**config.mk**
```make
export PLATFORM = sky130hd
export DESIGN_NAME = tuning_regs
export DESIGN_NICKNAME = d
export VERILOG_FILES = /design/src/regs_pkg.sv /design/src/alert_if.sv /design/src/alert_timer.sv /design/src/tuning_regs.sv
export SDC_FILE = /design/constraint.sdc
export NUM_CORES = 1
export LEC_CHECK = 0
export BUFFER_PORTS_ARGS = -buffer_cell sky130_fd_sc_hd__buf_4
export CORE_ASPECT_RATIO = 1.2
export CORE_MARGIN = 2
export CORE_UTILIZATION = 45
export CTS_BUF_LIST = sky130_fd_sc_hd__clkbuf_8
export DETAILED_ROUTE_END_ITERATION = 10
export PLACE_DENSITY = 0.67
export RECOVER_POWER = 25
export SLEW_MARGIN = 20
export SYNTH_ARGS = -nofsm -noshare
export SYNTH_HDL_FRONTEND = slang
export SYNTH_SLANG_ARGS = --single-unit
```
**constraint.sdc**
```tcl
create_clock -name clk_sys -period 4 [get_ports clk_sys]
set_clock_uncertainty 0.15 [all_clocks]
set_input_delay 0.2 -clock clk_sys [delete_from_list [all_inputs] [get_ports clk_sys]]
set_output_delay 0.2 -clock clk_sys [all_outputs]
set_load 0.03 [all_outputs]
```
**src/regs_pkg.sv**
```systemverilog
// register map, field layout, reset values and timing constants of the tuning register bank
package regs_pkg;

   // ----------------------------------------------------------------
   // register offsets
   // ----------------------------------------------------------------
   localparam logic [7:0] ADDR_RATIO_HIGH   = 8'h40;
   localparam logic [7:0] ADDR_RATIO_LOW    = 8'h41;
   localparam logic [7:0] ADDR_ALERT_SETUP  = 8'h42;
   localparam logic [7:0] ADDR_OVLD_MUTE    = 8'h4B;
   localparam logic [7:0] ADDR_AUX_TIMING   = 8'h4C;
   localparam logic [7:0] ADDR_PWR_TUNE     = 8'h4E;
   localparam logic [7:0] ADDR_HELD_FLAGS   = 8'h44;
   localparam logic [7:0] ADDR_FLAG_MASK    = 8'h45;

   // ----------------------------------------------------------------
   // reset values and writable-bit masks
   // ----------------------------------------------------------------
   localparam logic [7:0] RST_ALERT_SETUP   = 8'h00;
   localparam logic [7:0] RST_OVLD_MUTE     = 8'h00;
   localparam logic [7:0] RST_AUX_TIMING    = 8'h5C;
   localparam logic [7:0] RST_PWR_TUNE      = 8'h00;
   localparam logic [7:0] RST_FLAG_MASK     = 8'h00;
   localparam logic [7:0] WMASK_OVLD_MUTE   = 8'hF8;
   localparam logic [7:0] WMASK_AUX_TIMING  = 8'hFC;
   localparam logic [7:0] WMASK_PWR_TUNE    = 8'hFC;

   // ----------------------------------------------------------------
   // field positions
   // ----------------------------------------------------------------
   localparam int POS_ALERT_POL    = 7;
   localparam int POS_EVENT_HI     = 6;
   localparam int POS_EVENT_LO     = 5;
   localparam int POS_PD_SEL_HI    = 4;
   localparam int POS_PD_SEL_LO    = 3;
   localparam int POS_READ_FILTER  = 2;
   localparam int POS_RECOVERY     = 1;
   localparam int POS_CLEAR_MODE   = 0;
   localparam int POS_CH1_SILENCE  = 4;
   localparam int POS_CH2_SILENCE  = 3;
   localparam int POS_SKIP_HI      = 7;
   localparam int POS_SKIP_LO      = 6;
   localparam int POS_RESET_HI     = 5;
   localparam int POS_RESET_LO     = 4;
   localparam int POS_OSR_HI       = 3;
   localparam int POS_OSR_LO       = 2;
   localparam int POS_CLK_HALVE    = 7;
   localparam int POS_COMB_ORDER   = 6;
   localparam int POS_FIR_SKIP     = 5;
   localparam int POS_LEAN_FILTER  = 2;

   // ----------------------------------------------------------------
   // widths and aux converter tables
   // ----------------------------------------------------------------
   localparam int RATIO_W      = 14;
   localparam int FLAG_W       = 8;
   localparam int INTERVAL_W   = 11;
   localparam logic [INTERVAL_W-1:0] SKIP_C0  = 11'd384;
   localparam logic [INTERVAL_W-1:0] SKIP_C1  = 11'd576;
   localparam logic [INTERVAL_W-1:0] SKIP_C2  = 11'd896;
   localparam logic [INTERVAL_W-1:0] SKIP_C3  = 11'd1024;
   localparam logic [INTERVAL_W-1:0] RESET_C0 = 11'd50;
   localparam logic [INTERVAL_W-1:0] RESET_C1 = 11'd75;
   localparam logic [INTERVAL_W-1:0] RESET_C2 = 11'd100;
   localparam logic [INTERVAL_W-1:0] RESET_C3 = 11'd150;
   localparam logic [7:0] OSR_C0 = 8'd32;
   localparam logic [7:0] OSR_C1 = 8'd64;
   localparam logic [7:0] OSR_C2 = 8'd96;
   localparam logic [7:0] OSR_C3 = 8'd128;

   // ----------------------------------------------------------------
   // timing
   // ----------------------------------------------------------------
   localparam int CLK_HZ         = 125_000_000;
   localparam int PULSE_MS       = 2;
   localparam int PERIOD_MS      = 4;
   localparam int PULSE_CYCLES   = CLK_HZ / 1000 * PULSE_MS;
   localparam int PERIOD_CYCLES  = CLK_HZ / 1000 * PERIOD_MS;
   localparam int TIMER_W        = 20;

   // alert event modes and fault power-down selections
   typedef enum logic [1:0] {EV_HELD_LEVEL, EV_LIVE_LEVEL, EV_HELD_PERIODIC, EV_EVENT_PULSE} alert_event_t;
   typedef enum logic [1:0] {PD_NEVER, PD_UNMASKED, PD_ALL, PD_RESERVED} pd_select_t;

endpackage

```
**src/alert_if.sv**
```systemverilog
// carrier between the register bank and the alert pulse generator
`timescale 1ns/1ps
interface alert_if;
   logic [1:0] event_mode;
   logic       polarity;
   logic       held_any;
   logic       live_any;
   logic       new_event;
   logic       alert_pin;

   modport bank  (output event_mode, output polarity, output held_any, output live_any, output new_event,
                  input alert_pin);
   modport timer (input event_mode, input polarity, input held_any, input live_any, input new_event,
                  output alert_pin);
endinterface

```
**src/alert_timer.sv**
```systemverilog
// alert output shaping: level, live, periodic and one-shot pulse modes
`timescale 1ns/1ps
module alert_timer #(
   parameter int PULSE_LEN  = regs_pkg::PULSE_CYCLES,
   parameter int PERIOD_LEN = regs_pkg::PERIOD_CYCLES
) (
   // clock and reset
   input  wire logic clk_sys,
   input  wire logic arst_n,
   // link to the register bank
   alert_if.timer    ai
);
   import regs_pkg::*;

   logic [TIMER_W-1:0] period_q;
   logic [TIMER_W-1:0] pulse_q;
   logic               active;

   // free-running 4 ms frame for the periodic mode, restarted while nothing is held
   always_ff @(posedge clk_sys or negedge arst_n) begin
      if (!arst_n) begin
         period_q <= '0;
      end else if (!ai.held_any || period_q == TIMER_W'(PERIOD_LEN - 1)) begin
         period_q <= '0;
      end else begin
         period_q <= period_q + 1'b1;
      end
   end

   // one-shot pulse counter; a new event retriggers the full length
   always_ff @(posedge clk_sys or negedge arst_n) begin
      if (!arst_n) begin
         pulse_q <= '0;
      end else if (ai.new_event) begin
         pulse_q <= TIMER_W'(PULSE_LEN);
      end else if (pulse_q != '0) begin
         pulse_q <= pulse_q - 1'b1;
      end
   end

   // mode select
   always_comb begin
      case (alert_event_t'(ai.event_mode))
         EV_HELD_LEVEL:    active = ai.held_any;
         EV_LIVE_LEVEL:    active = ai.live_any;
         EV_HELD_PERIODIC: active = ai.held_any && (period_q < TIMER_W'(PULSE_LEN));
         default:          active = (pulse_q != '0);
      endcase
   end

   // output flop, polarity applied here so the pin never glitches
   always_ff @(posedge clk_sys or negedge arst_n) begin
      if (!arst_n) begin
         ai.alert_pin <= 1'b1;
      end else begin
         ai.alert_pin <= ai.polarity ? active : !active;
      end
   end
endmodule

```
**src/tuning_regs.sv**
```systemverilog
// tuning, alert and fault control register bank of the stereo converter
`timescale 1ns/1ps
module tuning_regs #(
   parameter int PULSE_LEN  = regs_pkg::PULSE_CYCLES,
   parameter int PERIOD_LEN = regs_pkg::PERIOD_CYCLES
) (
   // clock and reset
   input  wire logic                           clk_sys,
   input  wire logic                           arst_n,
   // control port register access
   input  wire logic                           reg_wr,
   input  wire logic                           reg_rd,
   input  wire logic [7:0]                     reg_addr,
   input  wire logic [7:0]                     reg_wdata,
   output logic      [7:0]                     reg_rdata,
   // ratio detector
   input  wire logic                           ratio_valid,
   input  wire logic [regs_pkg::RATIO_W-1:0]   ratio_meas,
   // flag and fault sources, live state
   input  wire logic [regs_pkg::FLAG_W-1:0]    flag_live,
   input  wire logic                           ovld_recover_1,
   input  wire logic                           ovld_recover_2,
   // alert pin
   output logic                                alert_out_low_active,
   // converter controls
   output logic                                chan_powerdown,
   output logic                                ch1_silence,
   output logic                                ch2_silence,
   output logic      [regs_pkg::INTERVAL_W-1:0] aux_skip_clocks,
   output logic      [regs_pkg::INTERVAL_W-1:0] aux_reset_clocks,
   output logic      [7:0]                     aux_osr,
   output logic                                modulator_clock_halve,
   output logic                                comb_filter_order,
   output logic                                decim_fir_skip,
   output logic                                lean_filter_enable
);
   import regs_pkg::*;

   // ----------------------------------------------------------------
   // storage
   // ----------------------------------------------------------------
   logic [RATIO_W-1:0] ratio_q;
   logic [7:0]         alert_setup_q;
   logic [7:0]         overload_mute_ctrl_q;
   logic [7:0]         aux_converter_timing_q;
   logic [7:0]         power_tune_ctrl_q;
   logic [FLAG_W-1:0]  flag_mask_q;
   logic [FLAG_W-1:0]  held_q;
   logic [FLAG_W-1:0]  held_d;
   logic [FLAG_W-1:0]  live_prev_q;
   logic               pd_latched_q;
   logic [7:0]         rdata_d;
   logic               fault_now;
   logic [FLAG_W-1:0]  rise;

   alert_if ai ();

   // skip interval decode, shared with any later consumer of the code
   function automatic logic [INTERVAL_W-1:0] skip_decode(input logic [1:0] code);
      case (code)
         2'd0:    skip_decode = SKIP_C0;
         2'd1:    skip_decode = SKIP_C1;
         2'd2:    skip_decode = SKIP_C2;
         default: skip_decode = SKIP_C3; // codes beyond 3 cannot exist here
      endcase
   endfunction

   function automatic logic [INTERVAL_W-1:0] reset_decode(input logic [1:0] code);
      case (code)
         2'd0:    reset_decode = RESET_C0;
         2'd1:    reset_decode = RESET_C1;
         2'd2:    reset_decode = RESET_C2;
         default: reset_decode = RESET_C3;
      endcase
   endfunction

   function automatic logic [7:0] osr_decode(input logic [1:0] code);
      case (code)
         2'd0:    osr_decode = OSR_C0;
         2'd1:    osr_decode = OSR_C1;
         2'd2:    osr_decode = OSR_C2;
         default: osr_decode = OSR_C3;
      endcase
   endfunction

   // ----------------------------------------------------------------
   // ratio snapshot
   // ----------------------------------------------------------------
   // both halves load on one valid strobe so high and low never mix measurements
   always_ff @(posedge clk_sys or negedge arst_n) begin
      if (!arst_n) begin
         ratio_q <= '0;
      end else if (ratio_valid) begin
         ratio_q <= ratio_meas;
      end
   end

   // ----------------------------------------------------------------
   // writable registers
   // ----------------------------------------------------------------
   // reserved bits are masked on write; software is expected to write reset values there anyway
   always_ff @(posedge clk_sys or negedge arst_n) begin
      if (!arst_n) begin
         alert_setup_q          <= RST_ALERT_SETUP;
         overload_mute_ctrl_q   <= RST_OVLD_MUTE;
         aux_converter_timing_q <= RST_AUX_TIMING;
         power_tune_ctrl_q      <= RST_PWR_TUNE;
         flag_mask_q            <= RST_FLAG_MASK;
      end else if (reg_wr) begin
         if (reg_addr == ADDR_ALERT_SETUP) begin
            alert_setup_q <= reg_wdata;
         end else if (reg_addr == ADDR_OVLD_MUTE) begin
            overload_mute_ctrl_q <= reg_wdata & WMASK_OVLD_MUTE;
         end else if (reg_addr == ADDR_AUX_TIMING) begin
            aux_converter_timing_q <= reg_wdata & WMASK_AUX_TIMING;
         end else if (reg_addr == ADDR_PWR_TUNE) begin
            power_tune_ctrl_q <= reg_wdata & WMASK_PWR_TUNE;
         end else if (reg_addr == ADDR_FLAG_MASK) begin
            flag_mask_q <= reg_wdata;
         end
      end
   end

   // ----------------------------------------------------------------
   // held flags
   // ----------------------------------------------------------------
   // a set in the same cycle as a read-clear wins, so no event is lost
   always_comb begin
      held_d = held_q;
      if (reg_rd && reg_addr == ADDR_HELD_FLAGS) begin
         if (alert_setup_q[POS_CLEAR_MODE]) begin
            held_d = '0;
         end else begin
            held_d = held_q & flag_live;
         end
      end
      held_d = held_d | flag_live;
   end

   always_ff @(posedge clk_sys or negedge arst_n) begin
      if (!arst_n) begin
         held_q      <= '0;
         live_prev_q <= '0;
      end else begin
         held_q      <= held_d;
         live_prev_q <= flag_live;
      end
   end

   assign rise = flag_live & ~live_prev_q & ~flag_mask_q;

   // ----------------------------------------------------------------
   // fault power-down
   // ----------------------------------------------------------------
   always_comb begin
      case (pd_select_t'(alert_setup_q[POS_PD_SEL_HI:POS_PD_SEL_LO]))
         PD_UNMASKED: fault_now = |(flag_live & ~flag_mask_q);
         PD_ALL:      fault_now = |flag_live;
         default:     fault_now = 1'b0;                        // reserved acts as none
      endcase
   end

   // manual recovery holds the power-down until software writes the setup register once the fault has gone
   always_ff @(posedge clk_sys or negedge arst_n) begin
      if (!arst_n) begin
         pd_latched_q <= 1'b0;
      end else if (fault_now) begin
         pd_latched_q <= alert_setup_q[POS_RECOVERY];
      end else if (!alert_setup_q[POS_RECOVERY] || (reg_wr && reg_addr == ADDR_ALERT_SETUP)) begin
         pd_latched_q <= 1'b0;
      end
   end

   always_ff @(posedge clk_sys or negedge arst_n) begin
      if (!arst_n) begin
         chan_powerdown <= 1'b0;
      end else begin
         chan_powerdown <= fault_now || pd_latched_q;
      end
   end

   // ----------------------------------------------------------------
   // overload silence and converter settings
   // ----------------------------------------------------------------
   always_ff @(posedge clk_sys or negedge arst_n) begin
      if (!arst_n) begin
         ch1_silence <= 1'b0;
         ch2_silence <= 1'b0;
      end else begin
         ch1_silence <= overload_mute_ctrl_q[POS_CH1_SILENCE] && ovld_recover_1;
         ch2_silence <= overload_mute_ctrl_q[POS_CH2_SILENCE] && ovld_recover_2;
      end
   end

   always_ff @(posedge clk_sys or negedge arst_n) begin
      if (!arst_n) begin
         aux_skip_clocks       <= SKIP_C1;
         aux_reset_clocks      <= RESET_C1;
         aux_osr               <= OSR_C3;
         modulator_clock_halve <= 1'b0;
         comb_filter_order     <= 1'b0;
         decim_fir_skip        <= 1'b0;
         lean_filter_enable    <= 1'b0;
      end else begin
         aux_skip_clocks       <= skip_decode(aux_converter_timing_q[POS_SKIP_HI:POS_SKIP_LO]);
         aux_reset_clocks      <= reset_decode(aux_converter_timing_q[POS_RESET_HI:POS_RESET_LO]);
         aux_osr               <= osr_decode(aux_converter_timing_q[POS_OSR_HI:POS_OSR_LO]);
         modulator_clock_halve <= power_tune_ctrl_q[POS_CLK_HALVE];
         comb_filter_order     <= power_tune_ctrl_q[POS_COMB_ORDER];
         decim_fir_skip        <= power_tune_ctrl_q[POS_FIR_SKIP];
         lean_filter_enable    <= power_tune_ctrl_q[POS_LEAN_FILTER];
      end
   end

   // ----------------------------------------------------------------
   // alert generation
   // ----------------------------------------------------------------
   assign ai.event_mode = alert_setup_q[POS_EVENT_HI:POS_EVENT_LO];
   assign ai.polarity   = alert_setup_q[POS_ALERT_POL];
   assign ai.held_any   = |(held_q & ~flag_mask_q);
   assign ai.live_any   = |(flag_live & ~flag_mask_q);
   assign ai.new_event  = |rise;

   alert_timer #(
      .PULSE_LEN  (PULSE_LEN),
      .PERIOD_LEN (PERIOD_LEN)
   ) u_alert (
      .clk_sys (clk_sys),
      .arst_n  (arst_n),
      .ai      (ai)
   );

   assign alert_out_low_active = ai.alert_pin;

   // ----------------------------------------------------------------
   // read path
   // ----------------------------------------------------------------
   // unmapped addresses read as zero
   always_comb begin
      rdata_d = 8'h00;
      if (reg_addr == ADDR_RATIO_HIGH) begin
         rdata_d = {2'b00, ratio_q[RATIO_W-1:8]};
      end else if (reg_addr == ADDR_RATIO_LOW) begin
         rdata_d = ratio_q[7:0];
      end else if (reg_addr == ADDR_ALERT_SETUP) begin
         rdata_d = alert_setup_q;
      end else if (reg_addr == ADDR_OVLD_MUTE) begin
         rdata_d = overload_mute_ctrl_q;
      end else if (reg_addr == ADDR_AUX_TIMING) begin
         rdata_d = aux_converter_timing_q;
      end else if (reg_addr == ADDR_PWR_TUNE) begin
         rdata_d = power_tune_ctrl_q;
      end else if (reg_addr == ADDR_FLAG_MASK) begin
         rdata_d = flag_mask_q;
      end else if (reg_addr == ADDR_HELD_FLAGS) begin
         rdata_d = alert_setup_q[POS_READ_FILTER] ? (held_q & ~flag_mask_q) : held_q;
      end
   end

   always_ff @(posedge clk_sys or negedge arst_n) begin
      if (!arst_n) begin
         reg_rdata <= 8'h00;
      end else if (reg_rd) begin
         reg_rdata <= rdata_d;
      end
   end
endmodule

```
==> results of run 1 <==
Yosys cell counts (6+ instances only):
cell	number
mux2i_1	9
and2_1	6
o21ai_0	23
nand2_1	44
xnor2_1	17
a21oi_1	11
dfrtp_1	123
o211ai_1	6
nor2_1	65
nand2b_1	17
clkbuf_1	19
ha_1	16
nand4_1	12
buf_4	16
nand3_1	14
inv_1	26
mux2_2	43
nor3_1	13
o22ai_1	8
xor2_1	20
dfstp_2	11
a21o_1	10
path summary, 6_finish.rpt:
kind,end,from,slack [ns],cells after the start
max,u_alert.ai.alert_pin$_DFF_PN1_,u_alert.pulse_q[0]$_DFFE_PN0P_,1.59,7
min reg2reg,decim_fir_skip$_DFF_PN0_,power_tune_ctrl_q[5]$_DFFE_PN0P_,0.24,0
max reg2reg,u_alert.ai.alert_pin$_DFF_PN1_,u_alert.pulse_q[0]$_DFFE_PN0P_,1.59,7
min in group asynchronous,ch2_silence$_DFF_PN0_,arst_n,0.20,2
min,ratio_q[1]$_DFFE_PN0P_,ratio_valid,0.02,2
max in group asynchronous,u_alert.ai.alert_pin$_DFF_PN1_,arst_n,2.63,3
final cells by class:
| cell class | instances | area (um2) | area share [%] |
|---|---|---|---|
| Clock buffer | 19 | 262 | 3.33 |
| Clock inverter | 13 | 81.3 | 1.04 |
| Inverter | 26 | 97.6 | 1.24 |
| Multi-Input combinational cell | 425 | 2890 | 36.8 |
| Sequential cell | 134 | 3370 | 42.9 |
| Tap cell | 175 | 219 | 2.79 |
| Timing Repair Buffer | 115 | 936 | 11.9 |
report_power, final:
part | leakage [nW] | switching [mW] | internal (mW)
Clock | 0.208 | 0.485 | 0.501
Sequential | 1.63 | 0.0841 | 1.44
Combinational | 1.69 | 0.212 | 0.168
Total | 3.53 | 0.781 | 2.11
stage by stage:
stage	cell area [um2]	std cells	hold WS, ns	setup slack, ns
detailed placement	7180	839	0.148	1.58
floorplan	6550	622	-0.246	1.88
global route	7850	907	0.00878	1.42
CTS	7880	907	0.000907	1.58
finish	7850	907	0.0150	1.59
global placement	7180	839	0.141	1.67
critical path, stage by stage, from the launching register on:
cell and delay, ns:
dfrtp_1 0.38, inv_1 0.09, ha_1 0.25, nor4b_1 0.45
nand4b_4 0.29, or3_1 0.38, a31oi_1 0.19, xor2_1 0.16
cells by family after synthesis:
family          share of synthesized area (%)
simple gates                             17.0
other cells                            0.0576
buf+inv                                  4.60
xor+xnor                                 4.98
fa+ha+maj                                3.08
mux                                      8.83
compound gates                           9.73
flops                                    51.8
state kept, by name, summed over array words and instances, names as in the netlist, 3 cells and up:
| name | flops |
|---|---|
| alert_setup_q | 8 |
| aux_converter_timing_q | 6 |
| overload_mute_ctrl_q | 5 |
| u_alert.pulse_q | 20 |
| live_prev_q | 8 |
| power_tune_ctrl_q | 6 |
| aux_skip_clocks | 4 |
| aux_osr | 3 |
| reg_rdata | 8 |
| u_alert.period_q | 20 |
| held_q | 8 |
| ratio_q | 14 |
| flag_mask_q | 8 |
| aux_reset_clocks | 7 |
per-layer routing:
layer | vias to the layer above | GRT usage (%) | share of wire (%)
met5 | - | 0 | 0
met4 | 0 | 7.93 | 2.1
met3 | 25 | 4.52 | 4.0
met2 | 109 | 34.9 | 51
met1 | 2385 | 24.4 | 43
li1 | 2312 | - | -
==> reports/results.txt, run 1 <==
status -> finished clean
Critical Path RT -> 4.23 ns
Remaining DRCs -> 0
Rows -> 48
post-DR vias/cell -> 5.33
Synth top area share -> 47.3%
PortBufs -> 76
number of global-route vias before repair -> 4867
clk root buf -> clkbuf_8
Critical Path AT -> 2.65 ns
Setup CP Type -> flip-flop to flip-flop
Slew HR -> 52.3%
all-layer global routing usage -> 20.1%
#FFs+latches synth -> 134
Final period util -> 60.3%
Die X -> 114 um
Period minus WS final -> 2.41 ns
core area -> 14200 um2
final net count -> 780
Pwr per Cell Area -> 369 nW/um2
final setup fails -> 0
most common cell after layout, fill and taps aside -> dfrtp_1
Hold WC Path Type -> input pin to flip-flop
initial antenna violation count -> 0
DR pass1 iterations -> 5
Fin. Hold Viols -> 0
synthesis warning total -> 0
Tightest Pin Transition -> 0.716 ns
Clock Sinks -> 134
PostCTS Resize Cnt -> 0
post-layout util -> 55.2%
Avg Synthesized Cell Area -> 10.7 um2
DRT iter0 DRCs -> 195
Hold Buf Count CTS -> 36
cell taking the most area after synthesis -> dfrtp_1
RSZ-0062 raised after global routing -> no
Syn Std Cell Area -> 6500 um2
max cap viols -> 0
wire per inst -> 16.0 um
area growth from synthesis to layout -> 20.7%
Worst-path clk slew -> 0.08 ns
first-pass GRT wire length -> 24.3 mm
top cells by area, synth -> dfrtp_1 (47%), mux2_2 (7.4%), dfstp_2 (4.4%), nor2_1 (3.8%), ha_1 (3.1%)
clock buffer depth -> 2
layout cells sized above 1 -> 21.2%
CP max FO -> 16
largest net degree at the start of global routing -> 80
most frequent cells in the layout -> dfrtp_1 (123), nor2_1 (65), buf_4 (64)
n_diodes -> 0
die area -> 15400 um2
post-route ant nets -> 0
number of synthesized flops with an enable pin -> 0
Starting Density -> 45.7%
GP Congestion -> 0.921
Syn Inst Count -> 609
critical path endpoint category -> flip-flop
Sum Neg Setup Slack -> 0 ns
Seq/Total Area, Yosys -> 51.8%
ys flop type -> dfrtp_1
ys async rst share -> 100%
Yosys cell types -> 59
DIE HEIGHT -> 136 um
H-tree levels -> 4
CTS tree -> built
Startpoint Class -> flip-flop
Tot Pwr -> 2.90 mW
Post-CTS Setup Inserts -> 0
fmax -> 415 MHz
fillers -> 1205
gr ovfl total -> 0
leakage power -> 3.53 nW
Worst-Skew Late Latency -> 0.45 ns
Max VDD drop -> 0.187 mV
total CTS buffers -> 17
Post-DP HPWL -> 10.6 mm
Total Wirelength -> 14.5 mm
Vias -> 4831
Ports -> 91
max-slew violations -> 0
(Power assumes the default switching activity.)
==> run 2, diff against run 1 <==
PLACE_DENSITY = 0.7   (was 0.67)
clock period = 2.2 ns   (was 4 ns; I/O delays follow)
==> reports/results.txt, run 2 (synthesis results as in run 1) <==
Starting Density -> 45.7%
fillers -> 1209
DIE HEIGHT -> 136 um
placed cell count -> 850
status -> finished clean
Clk network pwr share -> 38.5%
core area -> 14200 um2
largest net degree at the start of global routing -> 59
Worst-path clk slew -> 0.07 ns
internal power -> 4.22 mW
CP max FO -> 10
total CTS buffers -> 17
DR pass1 iterations -> 5
post-route ant nets -> 0
CTS tree -> built
biggest registers after layout -> u_alert.period_q: 20 flops, u_alert.pulse_q: 20 flops, ratio_q: 14 flops
Sw Share -> 26.3%
Clock Sinks -> 134
gr ovfl total -> 0
clock buffer depth -> 2
n_diodes -> 0
post-layout util -> 58.0%
Fin. Hold Viols -> 0
clk root buf -> clkbuf_8
Startpoint Class -> flip-flop
Setup CP Type -> flip-flop to flip-flop
initial antenna violation count -> 0
Post-Layout Cell Count -> 938
Rows -> 48
Sw Pwr -> 1.51 mW
H-tree levels -> 4
number of global-route vias before repair -> 5179
most common cell after layout, fill and taps aside -> dfrtp_1
most frequent cells in the layout -> dfrtp_1 (123), buf_4 (81), nor2_1 (65)
Worst-Skew Late Latency -> 0.45 ns
Hold WC Path Type -> input pin to flip-flop
die area -> 15400 um2
leakage power -> 3.68 nW
fmax -> 471 MHz
Final period util -> 96.6%
wire per inst -> 16.4 um
RSZ-0062 raised after global routing -> yes
area growth from synthesis to layout -> 26.8%
first-pass GRT wire length -> 25.4 mm
Slew HR -> 32.7%
max-slew violations -> 0
Pwr per Cell Area -> 695 nW/um2
layout cells sized above 1 -> 23.5%
critical path endpoint category -> flip-flop
Die X -> 114 um
Tot Pwr -> 5.73 mW
Total Wirelength -> 15.4 mm
post-DR vias/cell -> 5.40
Max VDD drop -> 0.341 mV
Remaining DRCs -> 0
final setup fails -> 0
GP Congestion -> 0.917
Tightest Pin Transition -> 1.01 ns
PortBufs -> 76
sequential share of power -> 48.5%
max cap viols -> 0
Vias -> 5066
Period minus WS final -> 2.12 ns
Post-DP HPWL -> 11.0 mm
Critical Path RT -> 2.37 ns
DRT iter0 DRCs -> 306
Ports -> 91
Critical Path AT -> 2.29 ns
final net count -> 811
all-layer global routing usage -> 21.2%
combinational share of power -> 13.0%
==> run 2: changes by cell type in the layout (fill, tap and decap cells not counted), moves of 2 or more <==
cell,delta
clkinv_4,+3
buf_4,+17
clkbuf_4,-5
inv_1,-6
bufinv_16,+3
dlygate4sd3_1,+17
clkinvlp_4,+2
nand3_2,+2
nand3_1,-2
==> run 2: final timing paths <==
kind / start / end / slack [ns] / depth (start not counted)
setup / recovery: u_alert.pulse_q[10]$_DFFE_PN0P_ / u_alert.pulse_q[5]$_DFFE_PN0P_ / 0.08 / 6
hold / removal: reg_wr / power_tune_ctrl_q[4]$_DFFE_PN0P_ / 0.08 / 5
setup reg to reg: u_alert.pulse_q[10]$_DFFE_PN0P_ / u_alert.pulse_q[5]$_DFFE_PN0P_ / 0.08 / 6
hold reg to reg: power_tune_ctrl_q[5]$_DFFE_PN0P_ / decim_fir_skip$_DFF_PN0_ / 0.24 / 0
max in group asynchronous: arst_n / live_prev_q[3]$_DFF_PN0_ / 0.50 / 3
min in group asynchronous: arst_n / aux_osr[6]$_DFF_PN0_ / 0.21 / 2
==> run 2: metal layers <==
metal	vias to the layer above	share of wire [%]	wire length (um)	track usage (%)
met2	121	53	8150	37.1
met4	0	1.9	296	8.33
met5	-	0	0	0
met1	2535	41	6360	25.4
met3	20	3.9	604	4.74
li1	2390	-	-	-
==> run 2: cell type report <==
class / count / area (um2) / area share, %
Timing Repair Buffer: 146 / 1220 / 14.7
Multi-Input combinational cell: 425 / 2920 / 35.4
Clock buffer: 18 / 248 / 3.00
Sequential cell: 134 / 3370 / 40.8
Clock inverter: 14 / 185 / 2.24
Inverter: 26 / 97.6 / 1.18
Tap cell: 175 / 219 / 2.65
==> run 2: critical path: stages, from the launching register on <==
cell	delay [ns]
dfrtp_1	0.40
or4_4	0.59
nand4b_4	0.21
buf_8	0.17
o211ai_1	0.23
xor2_1	0.21
nor2_1	0.05
==> run 2: repair_timing <==
action	4_1_cts	5_1_grt
endpoints found under the hold margin	196	0
hold buffers	53	0
pin swaps	0	4
endpoints found under the setup margin	4	7
buffers inserted	0	3
gates resized for setup	2	5
==> run 2: power groups by stage <==
stage	Clock, mW	Sequential (mW)	Combinational, mW
floorplan	0	2.84	0.366
global placement	0	2.81	0.645
detailed placement	0	2.83	0.668
CTS	2.27	2.78	0.759
global route	2.37	2.80	0.819
finish	2.21	2.78	0.745
==> run 2: metrics by stage <==
stage / hold WS (ns) / instance area (um2) / setup WS, ns / TNS (ns)
4_1_cts: 0.0327 / 8250 / 0.0365 / 0
3_3_place_gp: -0.0239 / 7270 / 0.0901 / 0
5_1_grt: 0.0790 / 8250 / -0.0515 / -0.0752
3_5_place_dp: -0.0213 / 7270 / -0.00820 / -0.00820
6_report: 0.0785 / 8250 / 0.0755 / 0
2_1_floorplan: -0.336 / 6550 / 0.0769 / 0
==> run 3, diff against run 2 <==
CORE_UTILIZATION = 40   (was 45)
PLACE_DENSITY = 0.63   (was 0.7)
==> reports/results.txt, run 3 (synthesis results as in run 1) <==
PortBufs -> 76
critical path's largest stage delay -> 0.59 ns
Tot Pwr -> 5.78 mW
hold path start -> reg_addr[4]
hold path depth -> 6
Remaining DRCs -> 0
total CTS buffers -> 17
Post-DP HPWL -> 11.0 mm
leakage power -> 3.68 nW
Fin. Hold Viols -> 0
most common cell after layout, fill and taps aside -> dfrtp_1
Vias -> 4984
first-pass GRT wire length -> 25.4 mm
Post-CTS Setup Inserts -> 0
Min-Delay Endpoint -> reg_rdata[6]$_DFFE_PN0P_
H-tree levels -> 4
number of global-route vias before repair -> 5072
FF-to-FF End -> u_alert.ai.alert_pin$_DFF_PN1_
Pwr per Cell Area -> 699 nW/um2
final hold slack -> 0.0998 ns
gr ovfl total -> 0
post-DR vias/cell -> 5.12
internal reg-to-reg setup slack -> 0.08 ns
RSZ-0062 raised after global routing -> yes
combinational share of power -> 12.9%
n_diodes -> 0
Starting Density -> 40.5%
DRT iter0 DRCs -> 305
post-route ant nets -> 0
sequential share of power -> 48.0%
die area -> 17300 um2
DR pass1 iterations -> 4
Clock Sinks -> 134
Setup CP Type -> flip-flop to flip-flop
CTS tree -> built
most frequent cells in the layout -> dfrtp_1 (123), buf_4 (80), nor2_1 (65)
Period minus WS final -> 2.12 ns
Placed Area -> 7350 um2
critical path buffer and inverter count -> 0
Critical Path AT -> 2.36 ns
Ports -> 91
Rows -> 51
area growth from synthesis to layout -> 27.1%
layout cells sized above 1 -> 23.1%
Slew HR -> 25.7%
pre-CTS WS -> -0.0279 ns
core area -> 16100 um2
Max VDD drop -> 0.311 mV
status -> finished clean
r2r worst-path depth -> 5
clock buffer depth -> 2
fmax -> 472 MHz
final worst setup slack -> 0.0820 ns
Sw Pwr -> 1.52 mW
GP Congestion -> 0.965
CP top delay family -> simple AND/OR/NAND/NOR gates
DIE HEIGHT -> 144 um
Critical Path RT -> 2.44 ns
Worst-path clk slew -> 0.08 ns
final setup fails -> 0
CP max FO -> 7
Clk network pwr share -> 39.1%
final net count -> 810
max cap viols -> 0
critical path endpoint category -> flip-flop
wire per inst -> 15.8 um
CP max stage cell -> or4_4
Worst R2R Start -> u_alert.pulse_q[11]$_DFFE_PN0P_
Sw Share -> 26.3%
Total Wirelength -> 15.4 mm
Final period util -> 96.3%
Startpoint Class -> flip-flop
largest net degree at the start of global routing -> 47
Hold WC Path Type -> input pin to flip-flop
worst-path cell chain -> or4_4 -> nand4b_4 -> or3_1 -> a31oi_1 -> xor2_1
max-slew violations -> 0
initial antenna violation count -> 0
clk root buf -> clkbuf_8
Worst-Skew Late Latency -> 0.46 ns
Design Area, Final -> 8270 um2
Tightest Pin Transition -> 1.11 ns
all-layer global routing usage -> 18.7%
Die X -> 120 um
internal power -> 4.26 mW
biggest registers after layout -> u_alert.period_q: 20 flops, u_alert.pulse_q: 20 flops, ratio_q: 14 flops
run 3: cell type report:
type | count | area [um2]
Clock buffer | 19 | 262
Clock inverter | 13 | 180
Fill cell | 1453 | 7810
Inverter | 26 | 97.6
Multi-Input combinational cell | 425 | 2900
Sequential cell | 134 | 3370
Tap cell | 212 | 265
Timing Repair Buffer | 145 | 1200
run 3: power groups by stage:
stage	clock network [mW]	logic, mW	registers, mW
2_1_floorplan	0	0.366	2.84
3_3_place_gp	0	0.652	2.82
3_5_place_dp	0	0.666	2.82
4_1_cts	2.32	0.764	2.78
5_1_grt	2.42	0.829	2.80
6_report	2.26	0.744	2.78
run 3: timing repair:
action	CTS	global route
hold endpoints to repair	185	0
resized for setup	1	1
endpoints found under the setup margin	3	6
hold buffers	53	0
pin swaps	0	1
run 3: metal layers:
layer / global-route usage [%] / wire length [um] / part of all wire (%)
met5: 0 / 0 / 0
met4: 6.85 / 246 / 1.6
met3: 4.44 / 630 / 4.1
met2: 31.5 / 7760 / 51
met1: 23.4 / 6710 / 44
run 3: stage by stage:
stage,instances,util (%),TNS (ns)
after floorplan,622,-,0
after CTS,974,51.8,0
final,974,51.4,0
after detailed placement,889,45.7,-0.0541
after global placement,889,45.7,0
after global routing,974,51.4,-0.0180
run 3: worst register-to-register path: cells and delay by family, from the launching register on:
kind	cells	cell delay, ns
and+or+nand+nor	3	1.11
DFF	1	0.40
xor gates and xnor gates	1	0.17
AOI/OAI and AO/OA	1	0.21
run 3: how the worst max path moves through the flow:
stage | from | end | slack [ns] | cells past startpoint
after floorplan | u_alert.pulse_q[0]$_DFFE_PN0P_ | u_alert.ai.alert_pin$_DFF_PN1_ | 0.08 | 7
after global placement | u_alert.pulse_q[10]$_DFFE_PN0P_ | u_alert.pulse_q[4]$_DFFE_PN0P_ | 0.05 | 6
after detailed placement | u_alert.pulse_q[11]$_DFFE_PN0P_ | u_alert.pulse_q[5]$_DFFE_PN0P_ | -0.03 | 6
after CTS | u_alert.pulse_q[0]$_DFFE_PN0P_ | u_alert.pulse_q[5]$_DFFE_PN0P_ | 0.06 | 9
after global routing | u_alert.pulse_q[11]$_DFFE_PN0P_ | u_alert.ai.alert_pin$_DFF_PN1_ | -0.02 | 5
final | u_alert.pulse_q[11]$_DFFE_PN0P_ | u_alert.ai.alert_pin$_DFF_PN1_ | 0.08 | 5
